File: config.mk
export PLATFORM = sky130hd
export DESIGN_NAME = bit_matrix_unit
export DESIGN_NICKNAME = d
export VERILOG_FILES = /design/src/logic/bit_matrix_pkg.sv /design/src/logic/bit_locator.sv /design/src/logic/bit_matrix_unit.sv
export SDC_FILE = /design/constraint.sdc
export NUM_CORES = 1
export LEC_CHECK = 0
export ABC_AREA = 1
export ABC_CLOCK_PERIOD_IN_PS = 13800
export BUFFER_PORTS_ARGS = -buffer_cell sky130_fd_sc_hd__clkbuf_2
export CORE_MARGIN = 2
export CORE_UTILIZATION = 50
export CTS_CLUSTER_DIAMETER = 30
export DETAILED_ROUTE_END_ITERATION = 10
export PLACE_DENSITY = 0.73
export SLEW_MARGIN = 0
export SYNTH_ARGS = -nofsm -noshare
export SYNTH_HDL_FRONTEND = slang
export SYNTH_SLANG_ARGS = --single-unit
File: constraint.sdc
create_clock -name clk -period 13.8 [get_ports clk]
set_input_delay 2.07 -clock clk [delete_from_list [all_inputs] [get_ports clk]]
set_output_delay 2.07 -clock clk [all_outputs]
set_load 0.02 [all_outputs]
File: src/logic/bit_matrix_pkg.sv
// Shared constants, operation codes and carrier structs for the matrix unit
package bit_matrix_pkg;

    localparam int DATA_W    = 16;
    localparam int ADDR_W    = 16;
    localparam int LEN_W     = 8;
    localparam int BIT_IDX_W = 4;
    localparam int POS_W     = LEN_W + BIT_IDX_W;

    localparam logic [POS_W-1:0]     POS_FIRST     = 12'h001;
    localparam logic [POS_W-1:0]     POS_NONE      = 12'h000;
    localparam logic [BIT_IDX_W-1:0] BIT_IDX_ZERO  = 4'h0;
    localparam logic [DATA_W-1:0]    ONE_HOT_LSB   = 16'h0001;
    localparam logic [DATA_W-1:0]    WORD_ZERO     = 16'h0000;
    localparam logic [DATA_W-1:0]    FAULT_RESET   = 16'h0000;
    localparam logic [DATA_W-1:0]    FAULT_RESTART = 16'h0001;
    localparam logic [ADDR_W-1:0]    ADDR_RESET    = 16'h0000;

    typedef enum logic [1:0] {
        OP_COMPARE,
        OP_BIT_SET,
        OP_BIT_CLEAR
    } op_type;

    typedef struct packed {
        op_type              op;
        logic                powerIn;
        logic [LEN_W-1:0]    matrixWordCount;
        logic [ADDR_W-1:0]   inputBase;
        logic [ADDR_W-1:0]   refBase;
        logic [ADDR_W-1:0]   maskBase;
        logic [DATA_W-1:0]   pointer;
    } req_type;

    typedef struct packed {
        logic                rd;
        logic                wr;
        logic [ADDR_W-1:0]   addr;
        logic [DATA_W-1:0]   wdata;
    } mem_type;

endpackage

File: src/logic/bit_locator.sv
// Maps a one-based matrix bit position to a word offset and a bit mask
`timescale 1ns/1ps

module bit_locator
    import bit_matrix_pkg::*;
(
    input  wire logic [POS_W-1:0]  pos,        // One-based bit position
    output logic      [LEN_W-1:0]  wordOffset, // Word index from matrix base
    output logic      [DATA_W-1:0] bitMask     // One-hot bit within the word
);

    logic [POS_W-1:0] zeroBased;

    always_comb begin
        zeroBased  = pos - POS_FIRST;
        wordOffset = zeroBased[POS_W-1:BIT_IDX_W];
        bitMask    = ONE_HOT_LSB << zeroBased[BIT_IDX_W-1:0];
    end

endmodule // bit_locator

File: src/logic/bit_matrix_unit.sv
// Matrix compare and bit set/clear sense engine on a word-wide data memory
`timescale 1ns/1ps

// Contract
// - Enabled compare tests input bits against reference
// - Masked mismatch ignored, scan continues
// - Unmasked mismatch: record, set mask, output, halt
// - Next enabled compare resumes from fault position
// - Start position is fault register plus one
// - Clean end: output low, fault is length+1
// - Fault at or past length restarts at 1
// - Pointer valid when above zero, within length
// - Enabled set writes one, asserts output
// - Disabled set senses bit, output follows it
// - Invalid set pointer keeps output low
// - Enabled clear writes zero, output low
// - Disabled clear senses bit, output follows it
// - Invalid clear pointer always asserts output
// - Bits numbered upward from lowest address
module bit_matrix_unit
    import bit_matrix_pkg::*;
(
    input  wire logic              clk,            // 50 MHz clock
    input  wire logic              rst,            // Async reset, high
    input  wire logic              start,          // Begin one operation
    input  wire req_type           req,            // Operation and operands
    input  wire logic [DATA_W-1:0] memRdata,       // Read data, next cycle
    input  wire logic              faultLoad,      // Preload fault register
    input  wire logic [DATA_W-1:0] faultLoadValue, // Preload value
    output mem_type                mem_q,          // Memory request
    output logic                   busy_q,         // Operation in progress
    output logic                   done_q,         // Operation finished
    output logic                   powerOut_q,     // Outgoing power flow
    output logic      [DATA_W-1:0] faultReg_q      // Fault position register
);

    typedef enum logic [3:0] {
        IDLE,
        FETCH_A,
        FETCH_B,
        FETCH_M,
        CAP_B,
        CAP_M,
        SCAN,
        PT_RD,
        PT_WAIT,
        PT_CAP,
        FINISH
    } state_type;

    // ------------------------------------------------------------------
    // State
    // ------------------------------------------------------------------
    state_type          state_q,    state_d;
    op_type             op_q,       op_d;
    logic               power_q,    power_d;
    logic [POS_W-1:0]   lenBits_q,  lenBits_d;
    logic [POS_W-1:0]   pos_q,      pos_d;
    logic [ADDR_W-1:0]  baseA_q,    baseA_d;
    logic [ADDR_W-1:0]  baseB_q,    baseB_d;
    logic [ADDR_W-1:0]  baseM_q,    baseM_d;
    logic [DATA_W-1:0]  wordA_q,    wordA_d;
    logic [DATA_W-1:0]  wordB_q,    wordB_d;
    logic [DATA_W-1:0]  wordM_q,    wordM_d;
    logic [DATA_W-1:0]  faultReg_d;
    mem_type            mem_d;
    logic               busy_d;
    logic               done_d;
    logic               powerOut_d;

    logic [LEN_W-1:0]   wordOffset;
    logic [DATA_W-1:0]  bitMask;
    logic [POS_W-1:0]   reqLenBits;
    logic               ptrValid;
    logic               miss;
    logic               masked;
    logic               bitOn;

    bit_locator locator (
        .pos        (pos_q),
        .wordOffset (wordOffset),
        .bitMask    (bitMask)
    );

    // ------------------------------------------------------------------
    // Next-state logic
    // ------------------------------------------------------------------
    always_comb begin
        state_d    = state_q;
        op_d       = op_q;
        power_d    = power_q;
        lenBits_d  = lenBits_q;
        pos_d      = pos_q;
        baseA_d    = baseA_q;
        baseB_d    = baseB_q;
        baseM_d    = baseM_q;
        wordA_d    = wordA_q;
        wordB_d    = wordB_q;
        wordM_d    = wordM_q;
        faultReg_d = faultReg_q;
        busy_d     = busy_q;
        done_d     = 1'h0;
        powerOut_d = powerOut_q;
        mem_d      = mem_q;
        mem_d.rd   = 1'h0;
        mem_d.wr   = 1'h0;

        reqLenBits = {req.matrixWordCount, BIT_IDX_ZERO};
        ptrValid   = (req.pointer != WORD_ZERO) &&
                     (req.pointer <= DATA_W'(reqLenBits));
        miss       = |((wordA_q ^ wordB_q) & bitMask);
        masked     = |(wordM_q & bitMask);
        bitOn      = |(memRdata & bitMask);

        case (state_q)
            IDLE: begin
                if (faultLoad) begin
                    faultReg_d = faultLoadValue;
                end
                if (start) begin
                    op_d       = req.op;
                    power_d    = req.powerIn;
                    lenBits_d  = reqLenBits;
                    baseA_d    = req.inputBase;
                    baseB_d    = req.refBase;
                    baseM_d    = req.maskBase;
                    powerOut_d = 1'h0;
                    if (req.op == OP_COMPARE) begin
                        if (!req.powerIn || reqLenBits == POS_NONE) begin
                            done_d = 1'h1;
                        end else begin
                            busy_d  = 1'h1;
                            state_d = FETCH_A;
                            if (faultReg_d >= DATA_W'(reqLenBits)) begin
                                pos_d = POS_FIRST;
                            end else begin
                                pos_d = faultReg_d[POS_W-1:0]
                                      + POS_FIRST;
                            end
                        end
                    end else if (ptrValid) begin
                        busy_d  = 1'h1;
                        pos_d   = req.pointer[POS_W-1:0];
                        state_d = PT_RD;
                    end else begin
                        done_d     = 1'h1;
                        powerOut_d = (req.op == OP_BIT_CLEAR);
                    end
                end
            end
            FETCH_A: begin
                mem_d.rd   = 1'h1;
                mem_d.addr = baseA_q + ADDR_W'(wordOffset);
                state_d    = FETCH_B;
            end
            FETCH_B: begin
                mem_d.rd   = 1'h1;
                mem_d.addr = baseB_q + ADDR_W'(wordOffset);
                state_d    = FETCH_M;
            end
            FETCH_M: begin
                mem_d.rd   = 1'h1;
                mem_d.addr = baseM_q + ADDR_W'(wordOffset);
                wordA_d    = memRdata;
                state_d    = CAP_B;
            end
            CAP_B: begin
                wordB_d = memRdata;
                state_d = CAP_M;
            end
            CAP_M: begin
                wordM_d = memRdata;
                state_d = SCAN;
            end
            SCAN: begin
                if (miss && !masked) begin
                    faultReg_d  = DATA_W'(pos_q);
                    mem_d.wr    = 1'h1;
                    mem_d.addr  = baseM_q + ADDR_W'(wordOffset);
                    mem_d.wdata = wordM_q | bitMask;
                    powerOut_d  = 1'h1;
                    state_d     = FINISH;
                end else if (pos_q == lenBits_q) begin
                    faultReg_d = DATA_W'(pos_q + POS_FIRST);
                    state_d    = FINISH;
                end else begin
                    pos_d = pos_q + POS_FIRST;
                    if (bitMask[DATA_W-1]) begin
                        state_d = FETCH_A;
                    end
                end
            end
            PT_RD: begin
                mem_d.rd   = 1'h1;
                mem_d.addr = baseA_q + ADDR_W'(wordOffset);
                state_d    = PT_WAIT;
            end
            PT_WAIT: begin
                state_d = PT_CAP;
            end
            PT_CAP: begin
                if (power_q) begin
                    mem_d.wr   = 1'h1;
                    mem_d.addr = baseA_q + ADDR_W'(wordOffset);
                    if (op_q == OP_BIT_SET) begin
                        mem_d.wdata = memRdata | bitMask;
                        powerOut_d  = 1'h1;
                    end else begin
                        mem_d.wdata = memRdata & ~bitMask;
                        powerOut_d  = 1'h0;
                    end
                end else begin
                    powerOut_d = bitOn;
                end
                state_d = FINISH;
            end
            FINISH: begin
                done_d  = 1'h1;
                busy_d  = 1'h0;
                state_d = IDLE;
            end
            default: begin
                state_d = IDLE;
                busy_d  = 1'h0;
            end
        endcase
    end

    // ------------------------------------------------------------------
    // Registers
    // ------------------------------------------------------------------
    always_ff @(posedge clk or posedge rst) begin
        if (rst) begin
            state_q    <= IDLE;
            op_q       <= OP_COMPARE;
            power_q    <= 1'h0;
            lenBits_q  <= POS_NONE;
            pos_q      <= POS_FIRST;
            baseA_q    <= ADDR_RESET;
            baseB_q    <= ADDR_RESET;
            baseM_q    <= ADDR_RESET;
            wordA_q    <= WORD_ZERO;
            wordB_q    <= WORD_ZERO;
            wordM_q    <= WORD_ZERO;
            faultReg_q <= FAULT_RESET;
            busy_q     <= 1'h0;
            done_q     <= 1'h0;
            powerOut_q <= 1'h0;
            mem_q      <= '0;
        end else begin
            state_q    <= state_d;
            op_q       <= op_d;
            power_q    <= power_d;
            lenBits_q  <= lenBits_d;
            pos_q      <= pos_d;
            baseA_q    <= baseA_d;
            baseB_q    <= baseB_d;
            baseM_q    <= baseM_d;
            wordA_q    <= wordA_d;
            wordB_q    <= wordB_d;
            wordM_q    <= wordM_d;
            faultReg_q <= faultReg_d;
            busy_q     <= busy_d;
            done_q     <= done_d;
            powerOut_q <= powerOut_d;
            mem_q      <= mem_d;
        end
    end
endmodule // bit_matrix_unit

==> results of run 1 <==
-- Yosys cell counts (all sizes together) (3+ instances only) --
cell | count | area [um2]
a211oi | 3 | 22.5
a21o | 3 | 22.5
a21oi | 49 | 245
a31oi | 6 | 37.5
buf | 32 | 221
clkbuf | 34 | 129
clkinv | 3 | 11.3
dfrtp | 175 | 4380
fa | 3 | 60.1
ha | 52 | 651
inv | 189 | 712
nand2 | 641 | 2460
nand3 | 136 | 711
nand3b | 8 | 60.1
nand4 | 35 | 219
nor2 | 130 | 549
nor3 | 15 | 75.1
nor4 | 10 | 62.6
o211ai | 5 | 37.5
o21ai | 166 | 831
o22ai | 7 | 43.8
or2 | 3 | 18.8
xnor2 | 8 | 70.1
xor2 | 56 | 490
-- per-stage QoR --
| stage | power, W | instances | cell area [um2] | hold WS [ps] |
|---|---|---|---|---|
| 6_report | 0.00372 | 2236 | 13700 | 480 |
| 3_3_place_gp | 0.00313 | 2204 | 13100 | 464 |
| 3_5_place_dp | 0.00318 | 2204 | 13100 | 466 |
| 4_1_cts | 0.00369 | 2236 | 13700 | 484 |
| 5_1_grt | 0.00404 | 2236 | 13700 | 504 |
| 2_1_floorplan | 0.00262 | 1778 | 12200 | 448 |
-- registers in the layout, indices dropped and copies added (netlist names) --
signal,count
state_q,4
done_q,1
power_q,1
lenBits_q,8
faultReg_q,16
baseA_q,16
powerOut_q,1
baseM_q,16
op_q,2
wordA_q,16
pos_q,12
busy_q,1
mem_q,34
baseB_q,16
wordM_q,16
wordB_q,16
-- worst max-delay path, delay by kind of cell --
| kind | cells | cell delay, ps |
|---|---|---|
| adder cells (fa/ha/maj) | 1 | 320 |
| buffers and inverters | 3 | 500 |
| AND/OR/NAND/NOR | 10 | 880 |
| AO/OA/AOI/OAI | 3 | 1440 |
-- power breakdown --
group	switching, W	internal (W)
clock network	0.000218	0.000278
registers	0.000204	0.000774
logic	0.00157	0.000677
-- how the worst max path moves through the flow --
stage,startpoint,end
finish,faultLoad,pos_q[5]$_DFFE_PP0P_
detailed placement,faultLoad,pos_q[5]$_DFFE_PP0P_
floorplan,rst,baseA_q[0]$_DFFE_PP0P_
global route,faultLoad,pos_q[5]$_DFFE_PP0P_
CTS,faultLoad,pos_q[5]$_DFFE_PP0P_
global placement,faultLoad,pos_q[9]$_DFFE_PP0P_
-- cells by family (layout without fill, tap and decap cells) --
| logic type | count (synthesis) | after routing | synth area share (%) |
|---|---|---|---|
| AO/OA/AOI/OAI | 246 | 246 | 10.6 |
| XOR/XNOR | 64 | 64 | 4.59 |
| adder cells (fa/ha/maj) | 55 | 55 | 5.83 |
| buffers and inverters | 258 | 392 | 8.80 |
| flip-flops | 176 | 176 | 36.1 |
| AND/OR/NAND/NOR | 979 | 979 | 34.1 |
-- area by class of cell --
class	instances	area share (%)
Sequential cell	176	32.1
Tap cell	324	2.96
Clock buffer	21	3.36
Clock inverter	11	0.967
Multi-Input combinational cell	1344	49.1
Timing Repair Buffer	168	6.22
Inverter	192	5.31
-- per-layer routing --
layer	part of all wire, %	up-vias
li1	-	5930
met3	7.4	72
met2	45	500
met4	2.6	0
met5	0	-
met1	45	5651
==> results.json, run 1 <==
{
  "hold_path_class": "reg -> reg",
  "reg2reg_slack_ps": 9460,
  "antenna_cells": 0,
  "r2r-end": "mem_q[27]$_DFFE_PP0P_",
  "report.final.hold_viol_count": 0,
  "min_delay_path_depth": 2,
  "synth_cell_type_count": 45,
  "dp_hpwl_mm": 26.6,
  "place.port_buffers": 163,
  "detailedRoute.firstIterationViolations": 1160,
  "detail_route.drc_violations": 0,
  "start_kind": "input port",
  "netlist_instances": 1778,
  "number_of_nets_at_the_end_of_the_flow": 2065,
  "cts.sinks": 176,
  "die_y_um": 160,
  "avgViaCountPerCell": 5.44,
  "cts_tree": "yes",
  "setup_viol": 0,
  "num-fill-cells": 2420,
  "critical_setup_path_kind": "in -> reg",
  "worst-endpoint-arrival_ps": 5220,
  "drive_gt1_share_pct": 12.7,
  "grt_first_pass_wirelength_mm": 58.1,
  "grt_pass1_vias": 11400,
  "cts_htree_levels": 4,
  "timing.critical_path.slowest_cell_delay_ps": 790,
  "chipWidth_um": 160,
  "reg_clk_slew_reported_paths_ps": 70,
  "grt_max_degree": 111,
  "most-common-layout-cells": "sky130_fd_sc_hd__nand2_1, sky130_fd_sc_hd__inv_1, sky130_fd_sc_hd__dfrtp_1, sky130_fd_sc_hd__clkbuf_2, sky130_fd_sc_hd__o21ai_0",
  "ys.warnings.count": 0,
  "fp.dieArea_um2": 25700,
  "setup_tns_ps": 0,
  "global_route.overflow_total": 0,
  "worst-slew-pin-transition_ps": 1060,
  "finish.utilization_pct": 56.9,
  "number_of_cts_inserted_buffers": 17,
  "drt-wirelength-per-cell_um": 16.1,
  "critPathSlowestCell": "sky130_fd_sc_hd__a21oi_1",
  "cp-end-kind": "register",
  "worstPathCellList": "clkbuf_2 -> o21ai_0 -> inv_1 -> ha_1 -> nand2_1 -> inv_1 -> o21ai_0 -> nand2_1 -> nor2_1 -> nand2_1 -> a21oi_1 -> nand3b_1 -> nand2_1 -> nand2_1 -> nand2_1 -> nand3_1 -> nand2_1",
  "power_density_nw_per_um2": 271,
  "crit_path_max_fanout": 33,
  "drt_first_pass_iters": 6,
  "grtUsageMet2_pct": 44.5,
  "groute.usage.overall_pct": 28.2,
  "synth-seq-area-share_pct": 36.1,
  "routed_wirelength_mm": 35.9,
  "cp_common_cell": "sky130_fd_sc_hd__nand2_1",
  "cts_max_path_buffers": 2,
  "number_of_antenna_violations_at_the_first_check_in_global_routing": 0,
  "grt_setup_unrepaired": "false",
  "place.gp.congestion": 0.914,
  "period_needed_ps": 4840,
  "syn_area_um2": 12200,
  "busiest_layer": "met2",
  "use_met1_pct": 40.3,
  "syn_to_final_growth_pct": 12.4,
  "power.static_leakage_nw": 7.41,
  "timing.final.ws_setup_ps": 8960,
  "ys_async_sr_fraction_pct": 100,
  "ioPinCount": 164,
  "core_um2": 24100,
  "fin_crit_sh_pct": 35.1,
  "status": "finished clean",
  "synth-main-ff-cell": "sky130_fd_sc_hd__dfrtp_1",
  "placement_rows": 57,
  "max_freq_mhz": 207,
  "combined_area_of_the_multi_input_logic_cells_um2": 6730,
  "max-cap-violations": 0,
  "syn-num-nets": 1944,
  "vias": 12200,
  "r2r_cells": 20,
  "layout.cells.most_common": "sky130_fd_sc_hd__nand2_1",
  "critical_path.reg2reg.startpoint": "pos_q[1]$_DFFE_PP0P_",
  "ctsResizeCount": 0,
  "postCtsSetupRepairBufs": 0,
  "final-seq-area_um2": 4410,
  "pre_cts_slack_ps": 8680,
  "post_cts_hold_buffer_count": 0,
  "yosys_register_bits": 176,
  "slew_violations": 0,
  "synth.avg_cell_area_um2": 6.86,
  "final_antenna_net_count": 0,
  "root_buffer": "sky130_fd_sc_hd__clkbuf_16",
  "global_route.usage.met3_pct": 3.32,
  "number_of_enable_flip_flop_cells_after_synthesis": 0,
  "worstPathRequired_ps": 14180,
  "end_of_the_worst_hold_path": "mem_q[0]$_DFFE_PP0P_",
  "start_util_pct": 50.6,
  "finalClockSkew_ps": 14.0,
  "hold_crit_start": "mem_q[0]$_DFFE_PP0P_",
  "insertion_delay_ps": 440,
  "timing.slew.headroom_pct": 29.1,
  "maximum_vdd_drop_mv": 0.136
}
(Power assumes the default switching activity.)
==> run 2: changes to the inputs <==
- ABC_AREA: 1 -> 0
- ABC_CLOCK_PERIOD_IN_PS: 13800 -> 4900
- clock period: 13.8 -> 4.9 ns (I/O delays scaled with it)
==> run 2 against run 1 <==
  * Global-route usage fell by 2.2 points
  * Power rose to 2.8 times the previous value
  * Die area fell by 6.0%
  * Wire length fell by 13%
  * Clock power rose to 2.7 times the previous value
  * Sequential power rose to 3.0 times the previous value
  * Synthesized area fell by 6.2%
  * First-iteration DRC count fell by 28%
  * Sequential share of layout area rose by 1.6 points
  * Hold slack got worse by 260 ps
  * Critical path type is now reg -> reg
  * Critical endpoint is now mem_q[17]$_DFFE_PP0P_
==> results.json, run 2 <==
{
  "final-seq-area_um2": 4410,
  "detailedRoute.firstIterationViolations": 832,
  "report.final.hold_viol_count": 0,
  "layout.cells.most_common": "sky130_fd_sc_hd__dfrtp_1",
  "netlist_instances": 1168,
  "syn-num-nets": 1334,
  "maximum_vdd_drop_mv": 0.382,
  "most-common-layout-cells": "sky130_fd_sc_hd__dfrtp_1, sky130_fd_sc_hd__clkbuf_2, sky130_fd_sc_hd__mux2_2, sky130_fd_sc_hd__nand2_1, sky130_fd_sc_hd__nor2_1",
  "setup_viol": 0,
  "grt_first_pass_wirelength_mm": 49.4,
  "cts_max_path_buffers": 2,
  "grt_max_degree": 119,
  "power.static_leakage_nw": 5.85,
  "postCtsSetupRepairBufs": 0,
  "final_antenna_net_count": 0,
  "avgViaCountPerCell": 6.09,
  "root_buffer": "sky130_fd_sc_hd__clkbuf_16",
  "syn_area_um2": 11400,
  "critPathSlowestCell": "sky130_fd_sc_hd__a31oi_4",
  "placement_rows": 55,
  "max_flop_register": "mem_q",
  "post-synth-top-count-cell": "sky130_fd_sc_hd__dfrtp_1",
  "chipWidth_um": 155,
  "reg_clk_slew_reported_paths_ps": 70,
  "flip_flop_count_of_the_largest_register_all_copies_and_words_added": 34,
  "max_freq_mhz": 234,
  "dp_hpwl_mm": 22.6,
  "finalInstanceArea_um2": 13100,
  "path_delay_family": "compound AO/OA/AOI/OAI gates",
  "netlist_top_cells_area": "sky130_fd_sc_hd__dfrtp_1, sky130_fd_sc_hd__mux2_2, sky130_fd_sc_hd__ha_1",
  "finalClockSkew_ps": 14.7,
  "worstPathCellList": "inv_1 -> ha_1 -> nor2_1 -> a32o_1 -> a21boi_1 -> a2111oi_2 -> nand4_2 -> a31oi_4 -> o221ai_1 -> mux2_2",
  "ys_async_sr_fraction_pct": 100,
  "cts_htree_levels": 4,
  "power_density_nw_per_um2": 809,
  "num-fill-cells": 1987,
  "crit_path_max_fanout": 16,
  "setup_tns_ps": 0,
  "yosys.area.top_type": "sky130_fd_sc_hd__dfrtp_1",
  "insertion_delay_ps": 440,
  "ys.warnings.count": 0,
  "global_route.overflow_total": 0,
  "drt_first_pass_iters": 6,
  "ctsResizeCount": 0,
  "critical_setup_path_kind": "reg -> reg",
  "number_of_nets_at_the_end_of_the_flow": 1466,
  "worst-slew-pin-transition_ps": 1040,
  "worst-endpoint-arrival_ps": 4590,
  "combined_area_of_the_multi_input_logic_cells_um2": 6580,
  "grt_pass1_vias": 9106,
  "groute.usage.overall_pct": 26.0,
  "drt-wirelength-per-cell_um": 19.5,
  "period_needed_ps": 4270,
  "synth_cell_type_count": 80,
  "postPlaceCellArea_um2": 12500,
  "worst_hold_slack_ps": 218,
  "critPathBufInv": 1,
  "slew_violations": 0,
  "synth-main-ff-cell": "sky130_fd_sc_hd__dfrtp_1",
  "ioPinCount": 164,
  "worstPathRequired_ps": 5220,
  "fp.dieArea_um2": 24100,
  "grt_setup_unrepaired": "false",
  "ys_top_cells_by_count": "sky130_fd_sc_hd__dfrtp_1, sky130_fd_sc_hd__mux2_2, sky130_fd_sc_hd__nand2_1",
  "netlist.area_leader.share_pct": 38.3,
  "drive_gt1_share_pct": 27.6,
  "timing.slew.headroom_pct": 30.5,
  "antenna_cells": 0,
  "vias": 9730,
  "syn_to_final_growth_pct": 14.3,
  "fin_crit_sh_pct": 87.2,
  "die_y_um": 155,
  "place.gp.congestion": 0.969,
  "power_w": 0.0106,
  "cp-end-kind": "register",
  "routed_wirelength_mm": 31.2,
  "finish.utilization_pct": 58.0,
  "number_of_cts_inserted_buffers": 17,
  "cts.sinks": 176,
  "hold_path_class": "in -> async",
  "detail_route.drc_violations": 0,
  "cts_tree": "yes",
  "start_kind": "register",
  "max-cap-violations": 0,
  "timing.critical_path.slowest_cell_delay_ps": 700,
  "status": "finished clean",
  "post_cts_hold_buffer_count": 0,
  "number_of_enable_flip_flop_cells_after_synthesis": 0,
  "number_of_antenna_violations_at_the_first_check_in_global_routing": 0,
  "synth-seq-area-share_pct": 38.5,
  "start_util_pct": 50.7,
  "yosys_register_bits": 176,
  "place.port_buffers": 163,
  "synth.avg_cell_area_um2": 9.80,
  "core_um2": 22600
}
## run 2: cell count changes in the layout (fill, tap and decap cells not counted), moves of 20 or more
cell	previous run	this run
sky130_fd_sc_hd__nand2_1	629	82
sky130_fd_sc_hd__nand3_1	133	47
sky130_fd_sc_hd__mux2_2	0	117
sky130_fd_sc_hd__xor2_1	56	36
sky130_fd_sc_hd__nor2_1	117	63
sky130_fd_sc_hd__nand4_1	35	14
sky130_fd_sc_hd__xnor2_1	8	55
sky130_fd_sc_hd__and3_1	0	29
sky130_fd_sc_hd__inv_1	176	47
sky130_fd_sc_hd__o21ai_0	154	46
## run 2: kinds of logic (layout without fill, tap and decap cells)
logic type	after synthesis	in the layout	share of synthesized area [%]
adder cells (fa/ha/maj)	55	55	6.21
AO/OA/AOI/OAI	282	282	17.8
buffers and inverters	118	263	4.33
flip-flops	176	176	38.5
multiplexers	127	127	12.4
XOR/XNOR	91	91	6.96
AND/OR/NAND/NOR	319	319	13.8
## run 2: final timing paths
kind	depth (start not counted)	slack, ps	end	from
worst min register to register	1	520	mem_q[11]$_DFFE_PP0P_	mem_q[11]$_DFFE_PP0P_
max in group asynchronous	3	3750	mem_q[15]$_DFFE_PP0P_	rst
min in group clk	1	520	mem_q[11]$_DFFE_PP0P_	mem_q[11]$_DFFE_PP0P_
worst max-delay path	10	630	mem_q[17]$_DFFE_PP0P_	pos_q[1]$_DFFE_PP0P_
worst max register to register	10	630	mem_q[17]$_DFFE_PP0P_	pos_q[1]$_DFFE_PP0P_
worst min-delay path	2	220	baseB_q[15]$_DFFE_PP0P_	rst
## run 2: routing by layer
| metal | GRT usage, % | part of all wire [%] |
|---|---|---|
| met5 | 0 | 0 |
| met4 | 7.69 | 2.1 |
| met1 | 36.2 | 44 |
| met3 | 4.07 | 6.3 |
| met2 | 42.1 | 47 |
## run 2: worst register-to-register path, cell delays in order, from the launching register on
cell,delay (ps)
sky130_fd_sc_hd__dfrtp_1,480
sky130_fd_sc_hd__inv_1,220
sky130_fd_sc_hd__ha_1,540
sky130_fd_sc_hd__nor2_1,120
sky130_fd_sc_hd__a32o_1,420
sky130_fd_sc_hd__a21boi_1,200
sky130_fd_sc_hd__a2111oi_2,360
sky130_fd_sc_hd__nand4_2,590
sky130_fd_sc_hd__a31oi_4,710
sky130_fd_sc_hd__o221ai_1,230
sky130_fd_sc_hd__mux2_2,290
## run 2: final cells by class
cell class / count / area share, %
Clock inverter: 14 / 1.06
Tap cell: 285 / 2.73
Multi-Input combinational cell: 874 / 50.3
Clock buffer: 18 / 3.36
Inverter: 48 / 1.41
Timing Repair Buffer: 183 / 7.48
Sequential cell: 176 / 33.7
## run 2: power by group
part	total, W	internal [W]	switching, W
Combinational	0.00628	0.00268	0.00360
Sequential	0.00295	0.00219	0.000759
Clock	0.00135	0.000692	0.000658
## run 2: per-stage QoR
stage | setup slack [ps] | std cells
finish | 629 | 1598
global route | 243 | 1598
CTS | 708 | 1598
detailed placement | 715 | 1566
global placement | 864 | 1566
floorplan | 1120 | 1168
